<file path="config.mk">
export PLATFORM = sky130hd
export DESIGN_NAME = tmn_monitor
export DESIGN_NICKNAME = d
export VERILOG_FILES = /design/src/verilog/tmn_pkg.sv /design/src/verilog/tmn_rate_timer.sv /design/src/verilog/tmn_result_format.sv /design/src/verilog/tmn_monitor.sv
export SDC_FILE = /design/constraint.sdc
export NUM_CORES = 1
export LEC_CHECK = 0
export CORE_ASPECT_RATIO = 1.5
export CORE_UTILIZATION = 35
export CTS_BUF_LIST = sky130_fd_sc_hd__clkbuf_16
export CTS_CLUSTER_DIAMETER = 30
export CTS_CLUSTER_SIZE = 14
export DETAILED_ROUTE_END_ITERATION = 8
export DONT_BUFFER_PORTS = 1
export GPL_TIMING_DRIVEN = 0
export PLACE_DENSITY = 0.55
export SLEW_MARGIN = 15
export SYNTH_ARGS = -nofsm -noshare
export SYNTH_HDL_FRONTEND = slang
export SYNTH_SLANG_ARGS = --single-unit
</file>
<file path="constraint.sdc">
create_clock -name core_clk -period 5.6 [get_ports core_clk]
set_clock_uncertainty 0.2 [all_clocks]
set_input_delay 0 -clock core_clk [delete_from_list [all_inputs] [get_ports core_clk]]
set_output_delay 0 -clock core_clk [all_outputs]
set_load 0.1 [all_outputs]
</file>
<file path="src/verilog/tmn_pkg.sv">
package tmn_pkg;
  // read addresses
  localparam logic [7:0] A_LOCAL_VAL  = 8'h00;
  localparam logic [7:0] A_REMOTE_HI  = 8'h01;
  localparam logic [7:0] A_STATUS     = 8'h02;
  localparam logic [7:0] A_CFG_RD     = 8'h03;
  localparam logic [7:0] A_RATE_RD    = 8'h04;
  localparam logic [7:0] A_LHI_RD     = 8'h05;
  localparam logic [7:0] A_LLO_RD     = 8'h06;
  localparam logic [7:0] A_RHI_RD     = 8'h07;
  localparam logic [7:0] A_RLO_RD     = 8'h08;
  localparam logic [7:0] A_REMOTE_LO  = 8'h10;
  localparam logic [7:0] A_MFR_ID     = 8'hFE;
  // write addresses
  localparam logic [7:0] A_CFG_WR     = 8'h09;
  localparam logic [7:0] A_RATE_WR    = 8'h0A;
  localparam logic [7:0] A_LHI_WR     = 8'h0B;
  localparam logic [7:0] A_LLO_WR     = 8'h0C;
  localparam logic [7:0] A_RHI_WR     = 8'h0D;
  localparam logic [7:0] A_RLO_WR     = 8'h0E;
  localparam logic [7:0] A_ONESHOT    = 8'h0F;
  // shared read/write addresses
  localparam logic [7:0] A_OFS_HI     = 8'h11;
  localparam logic [7:0] A_OFS_LO     = 8'h12;
  localparam logic [7:0] A_RHI_LO     = 8'h13;
  localparam logic [7:0] A_RLO_LO     = 8'h14;
  localparam logic [7:0] A_RTHERM     = 8'h19;
  localparam logic [7:0] A_LTHERM     = 8'h20;
  localparam logic [7:0] A_HYST       = 8'h21;
  // storage slots of the writable registers
  localparam int         NUM_SLOTS    = 13;
  localparam logic [3:0] SL_CFG       = 4'h0;
  localparam logic [3:0] SL_RATE      = 4'h1;
  localparam logic [3:0] SL_LHI       = 4'h2;
  localparam logic [3:0] SL_LLO       = 4'h3;
  localparam logic [3:0] SL_RHI       = 4'h4;
  localparam logic [3:0] SL_RLO       = 4'h5;
  localparam logic [3:0] SL_OFS_HI    = 4'h6;
  localparam logic [3:0] SL_OFS_LO    = 4'h7;
  localparam logic [3:0] SL_RHI_LO    = 4'h8;
  localparam logic [3:0] SL_RLO_LO    = 4'h9;
  localparam logic [3:0] SL_RTHERM    = 4'hA;
  localparam logic [3:0] SL_LTHERM    = 4'hB;
  localparam logic [3:0] SL_HYST      = 4'hC;
  localparam logic [7:0] RATE_RST     = 8'h08;
  localparam logic [7:0] REG_RST [NUM_SLOTS] = '{8'h00, RATE_RST, 8'h55, 8'h00, 8'h55, 8'h00,
                                                 8'h00, 8'h00, 8'h00, 8'h00, 8'h55, 8'h55, 8'h0A};
  // configuration bits
  localparam int         CFG_MASK     = 7;
  localparam int         CFG_STBY     = 6;
  localparam int         CFG_MFP      = 5;
  localparam int         CFG_EXT      = 2;
  // conversion rate
  localparam logic [3:0] RATE_MAX     = 4'hA;
  localparam int unsigned CLK_PERIOD_NS  = 20;
  localparam int unsigned FASTEST_NS     = 15_500_000;
  localparam int unsigned FASTEST_CYC    = FASTEST_NS / CLK_PERIOD_NS;
  // result formatting, quarter degrees
  localparam logic signed [11:0] EXT_BIAS_Q = 12'sh100;
  localparam logic signed [11:0] STD_MAX_Q  = 12'sh1FC;
  localparam logic signed [11:0] EXT_MAX_Q  = 12'sh3FF;
  typedef enum logic [2:0] {
    ST_IDLE = 3'b001,
    ST_CONV = 3'b010,
    ST_UPD  = 3'b100
  } tmn_state_t;
endpackage : tmn_pkg

</file>
<file path="src/verilog/tmn_rate_timer.sv">
`timescale 1ns/1ns
module tmn_rate_timer
  import tmn_pkg::*;
#(
  parameter int unsigned FASTEST_CYC_P = FASTEST_CYC
)(
  input  wire logic       core_clk,
  input  wire logic       nrst,
  input  wire logic [3:0] rate_code,
  input  wire logic       standby,
  input  wire logic       one_shot,
  input  wire logic       idle,
  output logic            start
);
  logic [31:0] cnt;
  logic [31:0] next_cnt;
  logic        pend;
  logic        next_pend;
  logic [3:0]  shift;
  logic [31:0] limit;
  logic        tick;

  always_comb
  begin
    shift     = (rate_code > RATE_MAX) ? 4'h0 : RATE_MAX - rate_code;
    limit     = 32'(FASTEST_CYC_P) << shift;
    tick      = !standby && (cnt == 32'h0);
    next_cnt  = (standby || cnt >= limit - 32'h1) ? 32'h0 : cnt + 32'h1;
    start     = pend && idle;
    next_pend = (pend && !start) || tick || (one_shot && standby);
  end

  // counter and pending start
  always_ff @(posedge core_clk or negedge nrst)
  begin
    if (!nrst)
    begin
      cnt  <= 32'h0;
      pend <= 1'b0;
    end
    else
    begin
      cnt  <= next_cnt;
      pend <= next_pend;
    end
  end
endmodule : tmn_rate_timer

</file>
<file path="src/verilog/tmn_result_format.sv">
`timescale 1ns/1ns
module tmn_result_format
  import tmn_pkg::*;
(
  input  wire logic       ext,
  input  wire logic [7:0] local_meas,
  input  wire logic [9:0] remote_meas,
  input  wire logic [9:0] offset,
  output logic      [7:0] local_code,
  output logic      [9:0] remote_code
);
  // clamps a biased quarter-degree value to the selected range
  function automatic logic [9:0] fmt(input logic signed [11:0] q, input logic e);
    logic signed [11:0] b;
    logic signed [11:0] top;
    b   = q + (e ? EXT_BIAS_Q : 12'sh000);
    top = e ? EXT_MAX_Q : STD_MAX_Q;
    if (b < 12'sh000)
      fmt = 10'h000;
    else if (b > top)
      fmt = top[9:0];
    else
      fmt = b[9:0];
  endfunction : fmt

  logic signed [11:0] lq;
  logic signed [11:0] rq;
  logic        [9:0]  lf;

  always_comb
  begin
    lq          = {{2{local_meas[7]}}, local_meas, 2'b00};
    rq          = {{2{remote_meas[9]}}, remote_meas} + {{2{offset[9]}}, offset};
    lf          = fmt(lq, ext);
    local_code  = lf[9:2];
    remote_code = fmt(rq, ext);
  end
endmodule : tmn_result_format

</file>
<file path="src/verilog/tmn_monitor.sv">
`timescale 1ns/1ns
// What this block does
// - conversion interval from low rate nibble, powers of two, 16 s to 15.5 ms
// - every conversion period converts both local and remote channels
// - rate register resets to code 0x08, sixteen per second
// - high flag when value above limit, low flag when at or below
// - overtemp pin low while local or remote overtemp limit exceeded
// - second overtemp mode drives pin from high limits only
// - overtemp outputs release at limit minus shared hysteresis
// - limits kept and compared as raw codes after format change
// - status bit 7 shows conversion in progress
// - status bits 6 to 2 show limit violations and open sensor
// - status bits 1 and 0 show remote and local overtemp
// - alert mode: any of bits 6 to 2 sets alert latch
// - status read clears only flags whose condition has gone
// - alert latch cleared by alert response read only when clean
// - bits 1 and 0 do not latch, clear by themselves
// - second overtemp mode latches only bit 2
// - signed ten bit offset added to remote result
// - offset spans minus 128 to plus 127.75 in quarters
// - offset resets to zero, no effect until written
// - one-shot write in standby runs one conversion
// - configuration bit 6 selects standby, port and outputs alive
// - configuration bit 5 selects pin function
// - configuration bit 7 masks alert in alert mode only
// - extended range adds 64, default clamps 0 to 127
module tmn_monitor
  import tmn_pkg::*;
#(
  parameter int unsigned FASTEST_CYC_P = FASTEST_CYC,
  parameter logic [7:0]  MFR_ID_P      = 8'h5A  // arbitrary value
)(
  input  wire logic       core_clk,
  input  wire logic       nrst,
  input  wire logic [7:0] reg_addr,
  input  wire logic [7:0] reg_wdata,
  input  wire logic       reg_wr,
  input  wire logic       reg_rd,
  output logic      [7:0] reg_rdata,
  input  wire logic       alert_resp_rd,
  output logic            alert_pending,
  output logic            conv_start,
  input  wire logic       conv_done,
  input  wire logic [7:0] local_meas,
  input  wire logic [9:0] remote_meas,
  input  wire logic       remote_open,
  output logic            overtemp_out_n,
  output logic            overtemp_oe,
  output logic            mfp_out_n,
  output logic            mfp_oe
);
  // maps a write address to its storage slot
  function automatic logic [4:0] wr_slot(input logic [7:0] a);
    case (a)
      A_CFG_WR:  wr_slot = {1'b1, SL_CFG};
      A_RATE_WR: wr_slot = {1'b1, SL_RATE};
      A_LHI_WR:  wr_slot = {1'b1, SL_LHI};
      A_LLO_WR:  wr_slot = {1'b1, SL_LLO};
      A_RHI_WR:  wr_slot = {1'b1, SL_RHI};
      A_RLO_WR:  wr_slot = {1'b1, SL_RLO};
      A_OFS_HI:  wr_slot = {1'b1, SL_OFS_HI};
      A_OFS_LO:  wr_slot = {1'b1, SL_OFS_LO};
      A_RHI_LO:  wr_slot = {1'b1, SL_RHI_LO};
      A_RLO_LO:  wr_slot = {1'b1, SL_RLO_LO};
      A_RTHERM:  wr_slot = {1'b1, SL_RTHERM};
      A_LTHERM:  wr_slot = {1'b1, SL_LTHERM};
      A_HYST:    wr_slot = {1'b1, SL_HYST};
      default:   wr_slot = 5'h00;
    endcase
  endfunction : wr_slot

  // maps a read address to its storage slot
  function automatic logic [4:0] rd_slot(input logic [7:0] a);
    case (a)
      A_CFG_RD:  rd_slot = {1'b1, SL_CFG};
      A_RATE_RD: rd_slot = {1'b1, SL_RATE};
      A_LHI_RD:  rd_slot = {1'b1, SL_LHI};
      A_LLO_RD:  rd_slot = {1'b1, SL_LLO};
      A_RHI_RD:  rd_slot = {1'b1, SL_RHI};
      A_RLO_RD:  rd_slot = {1'b1, SL_RLO};
      default:   rd_slot = wr_slot(a);
    endcase
  endfunction : rd_slot

  // set above the limit, cleared once at or below limit minus hysteresis
  function automatic logic hyst_state(input logic s, input logic [7:0] v, input logic [7:0] lim,
                                      input logic [7:0] h);
    hyst_state = (v > lim) || (s && ({1'b0, v} + {1'b0, h} > {1'b0, lim}));
  endfunction : hyst_state

  logic [7:0]  regs      [NUM_SLOTS];
  logic [7:0]  next_regs [NUM_SLOTS];
  tmn_state_t  state;
  tmn_state_t  next_state;
  logic [7:0]  local_val;
  logic [7:0]  next_local_val;
  logic [9:0]  remote_val;
  logic [9:0]  next_remote_val;
  logic        open_st;
  logic        next_open_st;
  logic [6:2]  flags;
  logic [6:2]  next_flags;
  logic [3:0]  ts;
  logic [3:0]  next_ts;
  logic        alert_latch;
  logic        next_alert_latch;
  logic        next_overtemp_oe;
  logic        next_mfp_oe;
  logic [7:0]  next_reg_rdata;
  logic [7:0]  cfg;
  logic        stby;
  logic        mfp2;
  logic        one_shot;
  logic        start;
  logic        upd;
  logic        busy;
  logic        st_rd;
  logic [6:2]  cond;
  logic [6:2]  clr;
  logic [6:2]  latch_m;
  logic [7:0]  status;
  logic [4:0]  ws;
  logic [4:0]  rs;
  logic [7:0]  fmt_local;
  logic [9:0]  fmt_remote;

  assign cfg      = regs[SL_CFG];
  assign stby     = cfg[CFG_STBY];
  assign mfp2     = cfg[CFG_MFP];
  assign one_shot = reg_wr && (reg_addr == A_ONESHOT);
  assign upd      = (state == ST_UPD);
  assign busy     = (state != ST_IDLE);
  assign st_rd    = reg_rd && (reg_addr == A_STATUS);

  // conversion pacing and one-shot requests
  tmn_rate_timer #(
    .FASTEST_CYC_P (FASTEST_CYC_P)
  ) u_timer (
    .core_clk  (core_clk),
    .nrst      (nrst),
    .rate_code (regs[SL_RATE][3:0]),
    .standby   (stby),
    .one_shot  (one_shot),
    .idle      (state == ST_IDLE),
    .start     (start)
  );
  assign conv_start = start;

  tmn_result_format u_fmt (
    .ext         (cfg[CFG_EXT]),
    .local_meas  (local_meas),
    .remote_meas (remote_meas),
    .offset      ({regs[SL_OFS_HI], regs[SL_OFS_LO][7:6]}),
    .local_code  (fmt_local),
    .remote_code (fmt_remote)
  );

  // register writes and the conversion sequence
  always_comb
  begin
    ws              = wr_slot(reg_addr);
    next_regs       = regs;
    next_state      = state;
    next_local_val  = local_val;
    next_remote_val = remote_val;
    next_open_st    = open_st;
    if (reg_wr && ws[4])
      next_regs[ws[3:0]] = reg_wdata;
    case (state)
      ST_IDLE:
        if (start)
          next_state = ST_CONV;
      ST_CONV:
        if (conv_done)
        begin
          next_local_val  = fmt_local;
          next_remote_val = fmt_remote;
          next_open_st    = remote_open;
          next_state      = ST_UPD;
        end
      ST_UPD:
        next_state = ST_IDLE;
      default:
        next_state = ST_IDLE;
    endcase
  end

  always_ff @(posedge core_clk or negedge nrst)
  begin
    if (!nrst)
    begin
      regs       <= REG_RST;
      state      <= ST_IDLE;
      local_val  <= 8'h00;
      remote_val <= 10'h000;
      open_st    <= 1'b0;
    end
    else
    begin
      regs       <= next_regs;
      state      <= next_state;
      local_val  <= next_local_val;
      remote_val <= next_remote_val;
      open_st    <= next_open_st;
    end
  end

  // flags, hysteresis states, alert latch and pin enables
  always_comb
  begin
    cond[6] = local_val > regs[SL_LHI];
    cond[5] = local_val <= regs[SL_LLO];
    cond[4] = remote_val > {regs[SL_RHI], regs[SL_RHI_LO][7:6]};
    cond[3] = remote_val <= {regs[SL_RLO], regs[SL_RLO_LO][7:6]};
    cond[2] = open_st;
    latch_m = mfp2 ? 5'h01 : 5'h1F;
    clr     = st_rd ? ~cond : 5'h00;
    next_flags = upd ? ((flags & ~clr & latch_m) | cond) : (flags & ~clr);
    next_ts[0] = hyst_state(ts[0], local_val, regs[SL_LTHERM], regs[SL_HYST]);
    next_ts[1] = hyst_state(ts[1], remote_val[9:2], regs[SL_RTHERM], regs[SL_HYST]);
    next_ts[2] = hyst_state(ts[2], local_val, regs[SL_LHI], regs[SL_HYST]);
    next_ts[3] = hyst_state(ts[3], remote_val[9:2], regs[SL_RHI], regs[SL_HYST]);
    next_alert_latch = (!mfp2 && |flags) ||
                       (alert_latch && !(alert_resp_rd && flags == 5'h00 && cond == 5'h00));
    next_overtemp_oe = ts[0] || ts[1];
    next_mfp_oe = mfp2 ? (ts[2] || ts[3]) : (alert_latch && !cfg[CFG_MASK]);
  end

  // registered flag and pin state
  always_ff @(posedge core_clk or negedge nrst)
  begin
    if (!nrst)
    begin
      flags       <= 5'h00;
      ts          <= 4'h0;
      alert_latch <= 1'b0;
      overtemp_oe <= 1'b0;
      mfp_oe      <= 1'b0;
    end
    else
    begin
      flags       <= next_flags;
      ts          <= next_ts;
      alert_latch <= next_alert_latch;
      overtemp_oe <= next_overtemp_oe;
      mfp_oe      <= next_mfp_oe;
    end
  end

  assign overtemp_out_n = 1'b0;  // open drain, only the enable moves
  assign mfp_out_n      = 1'b0;
  assign alert_pending  = alert_latch;

  // read data mux
  always_comb
  begin
    status         = {busy, flags, ts[1], ts[0]};
    rs             = rd_slot(reg_addr);
    next_reg_rdata = reg_rdata;
    if (reg_rd)
    begin
      case (reg_addr)
        A_LOCAL_VAL: next_reg_rdata = local_val;
        A_REMOTE_HI: next_reg_rdata = remote_val[9:2];
        A_REMOTE_LO: next_reg_rdata = {remote_val[1:0], 6'h00};
        A_STATUS:    next_reg_rdata = status;
        A_MFR_ID:    next_reg_rdata = MFR_ID_P;
        default:     next_reg_rdata = rs[4] ? regs[rs[3:0]] : 8'h00;
      endcase
    end
  end

  // read data register
  always_ff @(posedge core_clk or negedge nrst)
  begin
    if (!nrst)
      reg_rdata <= 8'h00;
    else
      reg_rdata <= next_reg_rdata;
  end

  rate_reset_a: assert property (@(posedge core_clk) $rose(nrst) |-> regs[SL_RATE] == RATE_RST)
    else $error("rate register not at reset code");
  busy_bit_a: assert property (@(posedge core_clk) disable iff (!nrst)
    (state == ST_CONV && conv_done) |=> status[7] ##1 (state == ST_IDLE && !status[7]))
    else $error("busy bit wrong around result store");
  high_flag_a: assert property (@(posedge core_clk) disable iff (!nrst)
    (upd && local_val > regs[SL_LHI]) |=> flags[6])
    else $error("local high flag not set above limit");
  low_flag_a: assert property (@(posedge core_clk) disable iff (!nrst)
    (upd && local_val <= regs[SL_LLO]) |=> flags[5])
    else $error("local low flag not set at limit");
  overtemp_pin_a: assert property (@(posedge core_clk) disable iff (!nrst)
    (local_val > regs[SL_LTHERM]) [*3] |-> overtemp_oe)
    else $error("overtemp pin not driven");
  alert_pin_a: assert property (@(posedge core_clk) disable iff (!nrst)
    (!mfp2 && flags != 5'h00 && !cfg[CFG_MASK]) [*3] |-> mfp_oe)
    else $error("alert pin not driven");
  status_keep_a: assert property (@(posedge core_clk) disable iff (!nrst)
    (st_rd && flags[6] && cond[6]) |=> flags[6])
    else $error("status read cleared a live fault");
  latch_hold_a: assert property (@(posedge core_clk) disable iff (!nrst)
    (alert_latch && !alert_resp_rd) |=> alert_latch)
    else $error("alert latch cleared without alert response");
  one_shot_a: assert property (@(posedge core_clk) disable iff (!nrst)
    (one_shot && stby && state == ST_IDLE) |-> ##2 (state == ST_CONV))
    else $error("one-shot did not start a conversion");
endmodule : tmn_monitor

</file>
## After elaboration in Yosys (flattened, before gate mapping)

Memory sizes are Yosys's and may differ from the RTL's.
Index checks and enable logic that the tools add are counted.

| word-level totals | value |
|---|---|
| bits in registers | 179 |
| memory bits (read-only) | 640 |
| input port bits | 41 |
| output and inout bits | 14 |
| word-level logic and storage cells | 146 |
| memories kept | 2 |

| cells by class | value |
|---|---|
| $add $sub $neg | 8 |
| $lt $le $gt $ge | 20 |
| equality and inequality tests | 17 |
| shifts and indexed selects | 1 |
| muxes and demuxes | 26 |
| bitwise logic cells | 7 |
| reductions and logical operators | 40 |

Memory list:

| name | depth | width | rd ports | clocked after memory_dff | wr ports | line | RTL |
|---|---|---|---|---|---|---|---|
| (name not given) | 64 | 5 | 1 | 0 | 0 | tmn_monitor.sv:54 | `case (a)` |
| (name not given) | 64 | 5 | 1 | 0 | 0 | tmn_monitor.sv:54 |  |

Operators by type and width:

| operator | count |
|---|---|
| $bwmux W104 | 1 |
| $mux W10 | 5 |
| $pmux W8 S5 | 1 |
| $gt A9 B8 Y1 | 4 |
| $add A32 B1 Y32 const B | 1 |
| $bmux W8 S4 | 1 |
| $demux W8 S4 | 1 |
| $eq A8 B3 Y1 const B | 4 |
| $ge A32 B32 Y1 | 1 |
| $gt A8 B8 Y1 | 4 |
| $logic_not A32 Y1 | 1 |
| $mux W32 | 1 |
| $mux W8 | 4 |
| $shl A20 B4 Y32 const A | 1 |
| $sub A32 B1 Y32 const B | 1 |
| $pmux W5 S6 | 1 |
| $mux W5 | 5 |
| $gt A12 B12 Y1 | 2 |
| $lt A12 B1 Y1 const B | 2 |
| $add A10 B10 Y11 | 2 |
| $add A8 B8 Y9 | 2 |
| $logic_and A1 B1 Y1 | 17 |
| $eq A8 B2 Y1 const B | 2 |
| $eq A8 B4 Y1 const B | 2 |
| 32 further kinds | 53 |

## Logic depth before layout (Yosys ltp)

Gate-level depths: netlist of the first run.

| depth | value |
|---|---|
| depth in word-level cells | 9 |
| depth in mapped cells | 24 |
| gate-level depth less buffers | 21 |

## Cells and area by module

Synthesis of the first run repeated with hierarchy kept, for this count alone.

| second synthesis, totals | value |
|---|---|
| cells, all modules | 1642 |
| area, all modules | 15078.2 µm² |

Modules (own cells, without submodules):

| module | instances | cells an instance | area an instance (µm²) | sequential area each (µm²) |
|---|---|---|---|---|
| tmn_monitor | 1 | 990 | 9997.1 | 3678.5 |
| tmn_rate_timer | 1 | 512 | 4043.9 | 825.8 |
| tmn_result_format | 1 | 140 | 1037.2 | 0.0 |

## Worst setup path after synthesis of the first run

No wires, ideal clock.

| timing | value |
|---|---|
| path type | reg2reg |
| from | register regs[88] (netlist bit) |
| to | register u_timer.cnt[23] |
| library setup time | 0.132 ns |
| arrival time | 4.302 ns |
| data required time | 5.268 ns |
| path slack | 0.966 ns |
| stages on the path, launching flop included | 25 |
| path buffers | 4 |
| period minus slack after synthesis | 4.634 ns |
| cells stage by stage | dfrtp_1 > ha_1 > clkbuf_1 > xnor2_1 > or2_2 > clkbuf_1 > clkbuf_1 > nand4_1 > ha_1 > o211ai_1 > o221ai_1 > nand3_1 > nand2_1 > nand3b_1 > xnor2_1 > ha_1 > a21o_1 > a21o_1 > a21o_1 > a21o_1 > a211oi_1 > o21a_1 > o31ai_1 > clkbuf_1 > nor2_1 |

| between the ends | value |
|---|---|
| word-level cells in the longest chain between the ends | 7 |
| elaborated cells on any way between the ends | 8 |
| classes of those cells | add/sub: 2; order compare: 2; shift: 1; mux: 2; reduce/logical: 1 |

RTL lines:

| item | line | RTL |
|---|---|---|
| from (decl) | tmn_monitor.sv:91 | `logic [7:0] regs [NUM_SLOTS];` |
| from (signal assigned) | tmn_monitor.sv:200 | `regs <= next_regs;` |
| $sub A4 B4 Y4 or $gt A4 B4 Y1 (tied branches) | tmn_rate_timer.sv:25 | `shift = (rate_code > RATE_MAX) ? 4'h0 : RATE_MAX - rate_code;` |
| $mux W4 (*) | tmn_rate_timer.sv:25 |  |
| $shl A20 B4 Y32 (*) | tmn_rate_timer.sv:26 | `limit = 32'(FASTEST_CYC_P) << shift;` |
| $sub A32 B1 Y32 (*) | tmn_rate_timer.sv:28 | `next_cnt = (standby \|\| cnt >= limit - 32'h1) ? 32'h0 : cnt + 32'h1;` |
| $ge A32 B32 Y1 (*) | tmn_rate_timer.sv:28 |  |
| $logic_or A1 B1 Y1 (*) | tmn_rate_timer.sv:28 |  |
| $mux W32 (*) | tmn_rate_timer.sv:28 |  |
| via u_timer.next_cnt[23] | tmn_rate_timer.sv:16 | `logic [31:0] next_cnt;` |
| to (signal assigned) | tmn_rate_timer.sv:43 | `cnt <= next_cnt;` |
| to (decl) | tmn_rate_timer.sv:15 | `logic [31:0] cnt;` |

The timed path passes the listed nets; every way through them passes the cells marked *.
A chain may end at the register's enable or synchronous reset.

## Final worst setup path of the first run

| timing | value |
|---|---|
| from | register regs[88] (netlist bit) |
| to | register u_timer.cnt[7] |

Same word-level chain as after synthesis.

==> flow_summary.json, run 1 <==
{
  "stdcell_area_um2": 15600,
  "drtIter0Drc": 811,
  "die_y_um": 246,
  "rsz0062_at_grt": "false",
  "synthFlopType": "dfrtp_1",
  "dp_slack_ns": -0.543,
  "start_kind": "flip-flop",
  "io_pins": 55,
  "p_leak_nw": 7.28,
  "antenna_found_initial": 1,
  "synth_cells": 1488,
  "hold_violations": 14,
  "ys_warn_count": 0,
  "gr-total-overflow": 0,
  "cp_max_fo": 10,
  "worstHoldPathType": "primary input to asynchronous set/reset pin",
  "violations": "hold timing",
  "wire_per_inst_um": 22.5,
  "holdWs_ns": -0.0228,
  "final_max_slew_viol_count": 0,
  "synth_seq_cells": 179,
  "max_cap_violations": 0,
  "fin_ws_ns": 0.311,
  "reg2reg_from": "regs[88]$_DFFE_PN0P_",
  "cp_cell_sequence": "ha_1 -> clkbuf_2 -> nand4b_1 -> a21oi_2 -> clkbuf_1 -> nor2_1 -> a32oi_2 -> nand3_1 -> nand2_1 -> nand3b_1 -> xnor2_1 -> ha_1 -> a21o_1 -> a21o_1 -> a21o_1 -> a21o_1 -> a211oi_1 -> o21a_1 -> o31ai_4 -> clkbuf_1 -> nor2_1",
  "ys_seq_area_frac": 0.325,
  "track_usage": 0.236,
  "grt_pass1_vias": 11900,
  "synth-async-reset-ratio": 1.00,
  "grt_max_degree": 180,
  "fmax_mhz": 189,
  "layout.nets": 1752,
  "syn_to_final_growth_pct": 12.6,
  "clk_pin_slew_ns": 0.09,
  "final-setup-viol-count": 0,
  "die_w_um": 164,
  "layout_common_cells": "159 x ha_1, 159 x dfrtp_1, 116 x nor2_1, 112 x nand2_1, 93 x inv_1",
  "outcome": "complete, but fails checks",
  "powerDensity_nw_per_um2": 314,
  "timing.rr.end": "u_timer.cnt[7]$_DFF_PN0_",
  "required_ns": 5.78,
  "synth_edf_count": 0,
  "clkSinkCount": 179,
  "drt_wl_total_um": 46400,
  "first_pass_iters": 6,
  "peakVddDrop_mv": 0.173,
  "cts_tree": "built",
  "postRouteAntennaNets": 0,
  "root_buffer": "clkbuf_16",
  "numCtsBuffers": 17,
  "viasPerCell": 5.64,
  "slew_headroom": 0.269,
  "routed-via-count": 11600,
  "crit_slowest_cell": "clkbuf_1",
  "cts_setup_buffers": 0,
  "grt_first_pass_wirelength_um": 70400,
  "cp_data_arrival_time_ns": 5.47,
  "path_common_cell": "a21o_1",
  "post_dp_cell_area_um2": 14500,
  "num_rows": 88,
  "fin_crit_sh": 0.945,
  "critPathKind": "flip-flop to flip-flop",
  "coreArea_um2": 38800,
  "p_total_mw": 4.89,
  "drive_above_1_share": 0.130,
  "start_util": 0.358,
  "rr_worst_depth": 21,
  "syn_area_um2": 13900,
  "clkLatencyLatePin_ns": 0.47,
  "timing.reg2reg.setup_slack_ns": 0.31,
  "io_buffers": 0,
  "drcViolationCount": 0,
  "place.gp.congestion": 0.935,
  "slowest_delay_ns": 0.45,
  "dpl.hpwl_um": 36400,
  "tightestPinTransition_ns": 1.10,
  "cts.htree.levels": 4,
  "clock_path_buffers": 2,
  "die-area_um2": 40400,
  "end_kind": "flip-flop",
  "fin_crit_ns": 5.29,
  "synthDistinctLibCells": 81,
  "synth_area_per_cell_um2": 9.31
}
## per-layer routing
metal / global-route usage / part of all wire
met3: 0.0309 / 0.032
met1: 0.240 / 0.37
met2: 0.442 / 0.53
met4: 0.159 / 0.070
met5: 0 / 0
## sequential cells by signal, indices dropped and copies added (netlist names)
name,count
remote_val,10
u_timer.cnt,32
open_st,1
alert_pending,1
cfg,8
state,3
regs,96
local_val,8
reg_rdata,8
overtemp_oe,1
mfp_oe,1
u_timer.pend,1
ts,4
flags,5
## layout make-up
| cell class | instances | area [um2] |
|---|---|---|
| Timing Repair Buffer | 43 | 448 |
| Tap cell | 495 | 619 |
| Inverter | 93 | 349 |
| Fill cell | 3910 | 23200 |
| Clock inverter | 15 | 214 |
| Antenna cell | 1 | 2.50 |
| Sequential cell | 179 | 4500 |
| Multi-Input combinational cell | 1148 | 8690 |
| Clock buffer | 17 | 425 |
| Buffer | 67 | 349 |
## logic make-up after synthesis
group / Yosys count / synth area share
mux: 141 / 0.110
simple gates: 413 / 0.149
flops: 179 / 0.325
compound gates: 370 / 0.179
buf+inv: 162 / 0.0504
fa+ha+maj: 162 / 0.148
other cells: 1 / 0.000271
xor+xnor: 60 / 0.0379
## synthesized netlist by cell type, drive strengths merged, types with 19 or more instances
library cell / count / area (um2)
a21o: 35 / 263
a21oi: 79 / 403
buf: 23 / 176
clkbuf: 46 / 173
dfrtp: 159 / 3980
dfstp: 20 / 526
ha: 159 / 1990
inv: 93 / 349
mux2: 92 / 1040
mux2i: 49 / 490
nand2: 112 / 420
nand3: 30 / 150
nand4: 32 / 200
nor2: 117 / 439
nor2b: 29 / 181
nor4: 19 / 183
o21a: 26 / 195
o21ai: 83 / 415
o22ai: 22 / 138
xnor2: 37 / 324
xor2: 23 / 201
## through the flow
| step | std cells | utilization | hold WS [ns] | TNS, ns |
|---|---|---|---|---|
| 2_1_floorplan | 1489 | - | -0.496 | 0 |
| 5_1_grt | 2058 | 0.402 | 0.0405 | 0 |
| 6_report | 2058 | 0.402 | -0.0228 | 0 |
| 3_3_place_gp | 1984 | 0.374 | -0.489 | -14.38 |
| 3_5_place_dp | 1984 | 0.374 | -0.490 | -13.46 |
| 4_1_cts | 2059 | 0.402 | 0.000184 | 0 |
## how the worst max path moves through the flow
stage,startpoint,endpoint,cells after the start
finish,regs[88]$_DFFE_PN0P_,u_timer.cnt[7]$_DFF_PN0_,21
global route,regs[88]$_DFFE_PN0P_,u_timer.cnt[15]$_DFF_PN0_,21
CTS,regs[88]$_DFFE_PN0P_,u_timer.cnt[7]$_DFF_PN0_,24
detailed placement,regs[88]$_DFFE_PN0P_,u_timer.cnt[24]$_DFF_PN0_,22
global placement,regs[88]$_DFFE_PN0P_,u_timer.cnt[26]$_DFF_PN0_,21
floorplan,regs[88]$_DFFE_PN0P_,u_timer.cnt[23]$_DFF_PN0_,24
## timing repair
item                                    CTS  global route
endpoints found under the setup margin   32            31
endpoints found under the hold margin   262             0
resized for setup                         5            12
hold buffers                             43             0
## where the power goes
part           switching (mW)  total (mW)  internal (mW)
registers               0.332        1.77           1.43
logic                    1.02        1.81          0.791
clock network           0.686        1.31          0.627
total                    2.04        4.89           2.85
## worst max-delay path, delay by kind of cell (launching register included)
kind,cells,cell delay [ns]
xor gates and xnor gates,1,0.15
adders and majority gates,2,0.54
and+or+nand+nor,6,1.03
AOI/OAI and AO/OA,9,1.92
DFF,1,0.43
buffers and inverters,3,0.93
Power figures use the tool's default switching activity.
==> inputs of run 2 (changes only) <==
Settings changed: ABC_AREA from default to 1.
==> run 2 against run 1 <==
Net effect:
- the flow still finishes with violations (hold timing)
- routed wire length up 1.1%
- combinational power increased by 16%
- synthesized area decreased by 1.9%
- hold slack improved by 0.020 ns
- die area shrank 1.9%
- first-iteration DRC count grew 20%
- non-clock buffer count up 1
- via count rose by 12%
- global-route usage up 1.0 points
- power up 2.4%
- final cell count up 18%
- critical endpoint is now u_timer.cnt[12]$_DFF_PN0_
- largest cell class unchanged
- highest routed layer is now met5
==> flow_summary.json, run 2 <==
{
  "io_buffers": 0,
  "end_kind": "flip-flop",
  "first_pass_iters": 5,
  "routed-via-count": 13000,
  "grt_max_degree": 180,
  "switching_share": 0.433,
  "setup_tns_ns": 0,
  "synth_cells": 1845,
  "synth_edf_count": 0,
  "fmax_mhz": 201,
  "holdWs_ns": -0.00260,
  "clkLatencyLatePin_ns": 0.46,
  "synthDistinctLibCells": 56,
  "fin_ws_ns": 0.631,
  "synth_area_per_cell_um2": 7.36,
  "outcome": "complete, but fails checks",
  "ys_seq_area_frac": 0.332,
  "dpl.hpwl_um": 37100,
  "powerDensity_nw_per_um2": 326,
  "synth_top_area_share": 0.293,
  "critPathKind": "flip-flop to flip-flop",
  "die_y_um": 243,
  "hold_violations": 2,
  "io_pins": 55,
  "coreArea_um2": 38300,
  "synthTopCellsByCount": "447 x nand2_1, 202 x inv_1, 159 x dfrtp_1, 159 x ha_1, 159 x nand3_1",
  "cts.htree.levels": 4,
  "viasPerCell": 5.35,
  "place.gp.congestion": 0.942,
  "start_kind": "flip-flop",
  "fin_crit_ns": 4.97,
  "final_max_slew_viol_count": 0,
  "crit_slowest_cell": "dfrtp_1",
  "antenna_found_initial": 1,
  "required_ns": 5.77,
  "power.internal_mw": 2.84,
  "synth.most_common_cell": "nand2_1",
  "syn_area_um2": 13600,
  "largest_reg_flops": 96,
  "track_usage": 0.247,
  "rsz0062_at_grt": "false",
  "die_w_um": 163,
  "num_rows": 88,
  "final-setup-viol-count": 0,
  "p_sw_mw": 2.17,
  "ys_warn_count": 0,
  "synthTopCellsByArea": "dfrtp_1 29%, ha_1 15%, nand2_1 12%, nand3_1 5.9%, inv_1 5.6%",
  "drive_above_1_share": 0.0584,
  "synth_seq_cells": 179,
  "worstHoldPathType": "primary input to asynchronous set/reset pin",
  "crit_buf_inv": 7,
  "drt_wl_total_um": 46900,
  "fin_crit_sh": 0.887,
  "grt_pass1_vias": 13300,
  "drtIter0Drc": 971,
  "cp_cell_sequence": "ha_1 -> nor2_1 -> inv_1 -> o31ai_2 -> buf_2 -> buf_2 -> clkbuf_2 -> nor2_1 -> inv_1 -> ha_1 -> inv_1 -> nor2_1 -> nor2_1 -> nand2_1 -> o211ai_1 -> xor2_1 -> ha_1 -> a21oi_1 -> o21a_1 -> o221ai_1 -> a21oi_1 -> nand3_1 -> clkbuf_2 -> nor3b_1",
  "clkSinkCount": 179,
  "wire_per_inst_um": 19.3,
  "start_util": 0.355,
  "path_common_cell": "nor2_1",
  "p_leak_nw": 7.24,
  "p_comb_frac": 0.419,
  "gr-total-overflow": 0,
  "peakVddDrop_mv": 0.230,
  "p_seq_frac": 0.354,
  "postRouteAntennaNets": 0,
  "cp_data_arrival_time_ns": 5.14,
  "p_total_mw": 5.01,
  "tightestPinTransition_ns": 1.03,
  "reg2reg_from": "regs[88]$_DFFE_PN0P_",
  "synthFlopType": "dfrtp_1",
  "cts_setup_buffers": 0,
  "largest-register": "regs",
  "startpoint": "regs[88]$_DFFE_PN0P_",
  "diodes": 0,
  "clock_path_buffers": 2,
  "max_cap_violations": 0,
  "numCtsBuffers": 17,
  "fin_cells": 2430,
  "layout_common_cells": "447 x nand2_1, 204 x inv_1, 159 x nand3_1, 159 x ha_1, 159 x dfrtp_1",
  "slowest_delay_ns": 0.45,
  "dp_slack_ns": 0.259,
  "slew_headroom": 0.309,
  "layout.nets": 2125,
  "grt_first_pass_wirelength_um": 73500,
  "utilization": 0.401,
  "root_buffer": "clkbuf_16",
  "place_inst": 2344,
  "drcViolationCount": 0,
  "syn_to_final_growth_pct": 13.0,
  "cts_tree": "built",
  "cp_max_fo": 10,
  "cp_top_family": "buffers and inverters",
  "reg.largest.list": "regs x96, u_timer.cnt x32, remote_val x10",
  "final_common_cell": "nand2_1",
  "die-area_um2": 39600,
  "clk_pin_slew_ns": 0.08,
  "violations": "hold timing",
  "yosys.area.top_type": "dfrtp_1",
  "pwr-share-clk": 0.227,
  "synth-async-reset-ratio": 1.00
}
run 2: final timing paths:
check                                                 end  slack [ns]  depth (start not counted)
worst min register to register       regs[22]$_DFFE_PN1P_        0.28                          2
max in group asynchronous        local_val[1]$_DFFE_PN0P_        4.44                          2
worst max-delay path            u_timer.cnt[12]$_DFF_PN0_        0.63                         24
min in group core_clk              u_timer.pend$_DFF_PN0_        0.04                          5
worst min-delay path                   cfg[3]$_DFFE_PN0P_      -0.003                          2
worst max register to register  u_timer.cnt[12]$_DFF_PN0_        0.63                         24
run 2: metrics by stage:
step                      instance area, um2  hold WS [ns]
after floorplan                        13600        -0.496
after global placement                 14200        -0.476
after detailed placement               14300        -0.476
after CTS                              15300        0.0111
after global routing                   15400        0.0626
final                                  15400      -0.00260
run 2: layout make-up:
type                    instances  area [um2]
plain buffers                  54         274
clock buffers                  17         425
clock inverters                15         109
fillers                      4079       23000
inverters                     213         800
multi-input cells            1400        8030
flip-flops and latches        179        4500
well taps                     495         619
repair buffers                 57         597
run 2: worst reg2reg max path, cell delays in order, from the launching register on:
cell      delay (ns)
dfrtp_1         0.45
ha_1            0.25
nor2_1          0.13
inv_1           0.08
o31ai_2         0.30
buf_2           0.27
buf_2           0.26
clkbuf_2        0.28
nor2_1          0.17
inv_1           0.09
ha_1            0.20
inv_1           0.09
nor2_1          0.17
nor2_1          0.07
nand2_1         0.07
o211ai_1        0.09
xor2_1          0.16
ha_1            0.29
a21oi_1         0.14
o21a_1          0.13
o221ai_1        0.10
a21oi_1         0.15
nand3_1         0.23
clkbuf_2        0.29
nor3b_1         0.24
run 2: cells by family (layout without fill, tap and decap cells):
kind of cell    count (synthesis)  after routing  synth area share
simple gates                  834            834             0.264
compound gates                353            353             0.144
buf+inv                       267            356            0.0786
flops                         179            179             0.332
fa+ha+maj                     162            162             0.151
xor+xnor                       49             49            0.0316
other cells                     1              2          0.000276
run 2: repair_timing:
action,4_1_cts,5_1_grt
hold endpoints to repair,270,0
endpoints found under the setup margin,0,30
hold buffers,54,0
resized for setup,0,7
run 2: power groups by stage:
stage | Combinational [mW] | Sequential (mW) | Clock, mW
after detailed placement | 1.99 | 1.79 | 0
after global routing | 2.43 | 1.79 | 1.21
after floorplan | 1.47 | 1.66 | 0
after CTS | 2.10 | 1.77 | 1.16
after global placement | 1.90 | 1.79 | 0
final | 2.10 | 1.77 | 1.14
run 2: layer usage:
| metal | wire [um] | GRT usage |
|---|---|---|
| met5 | 10 | 0 |
| met4 | 3450 | 0.173 |
| met3 | 1680 | 0.0351 |
| met2 | 25200 | 0.464 |
| met1 | 16600 | 0.244 |
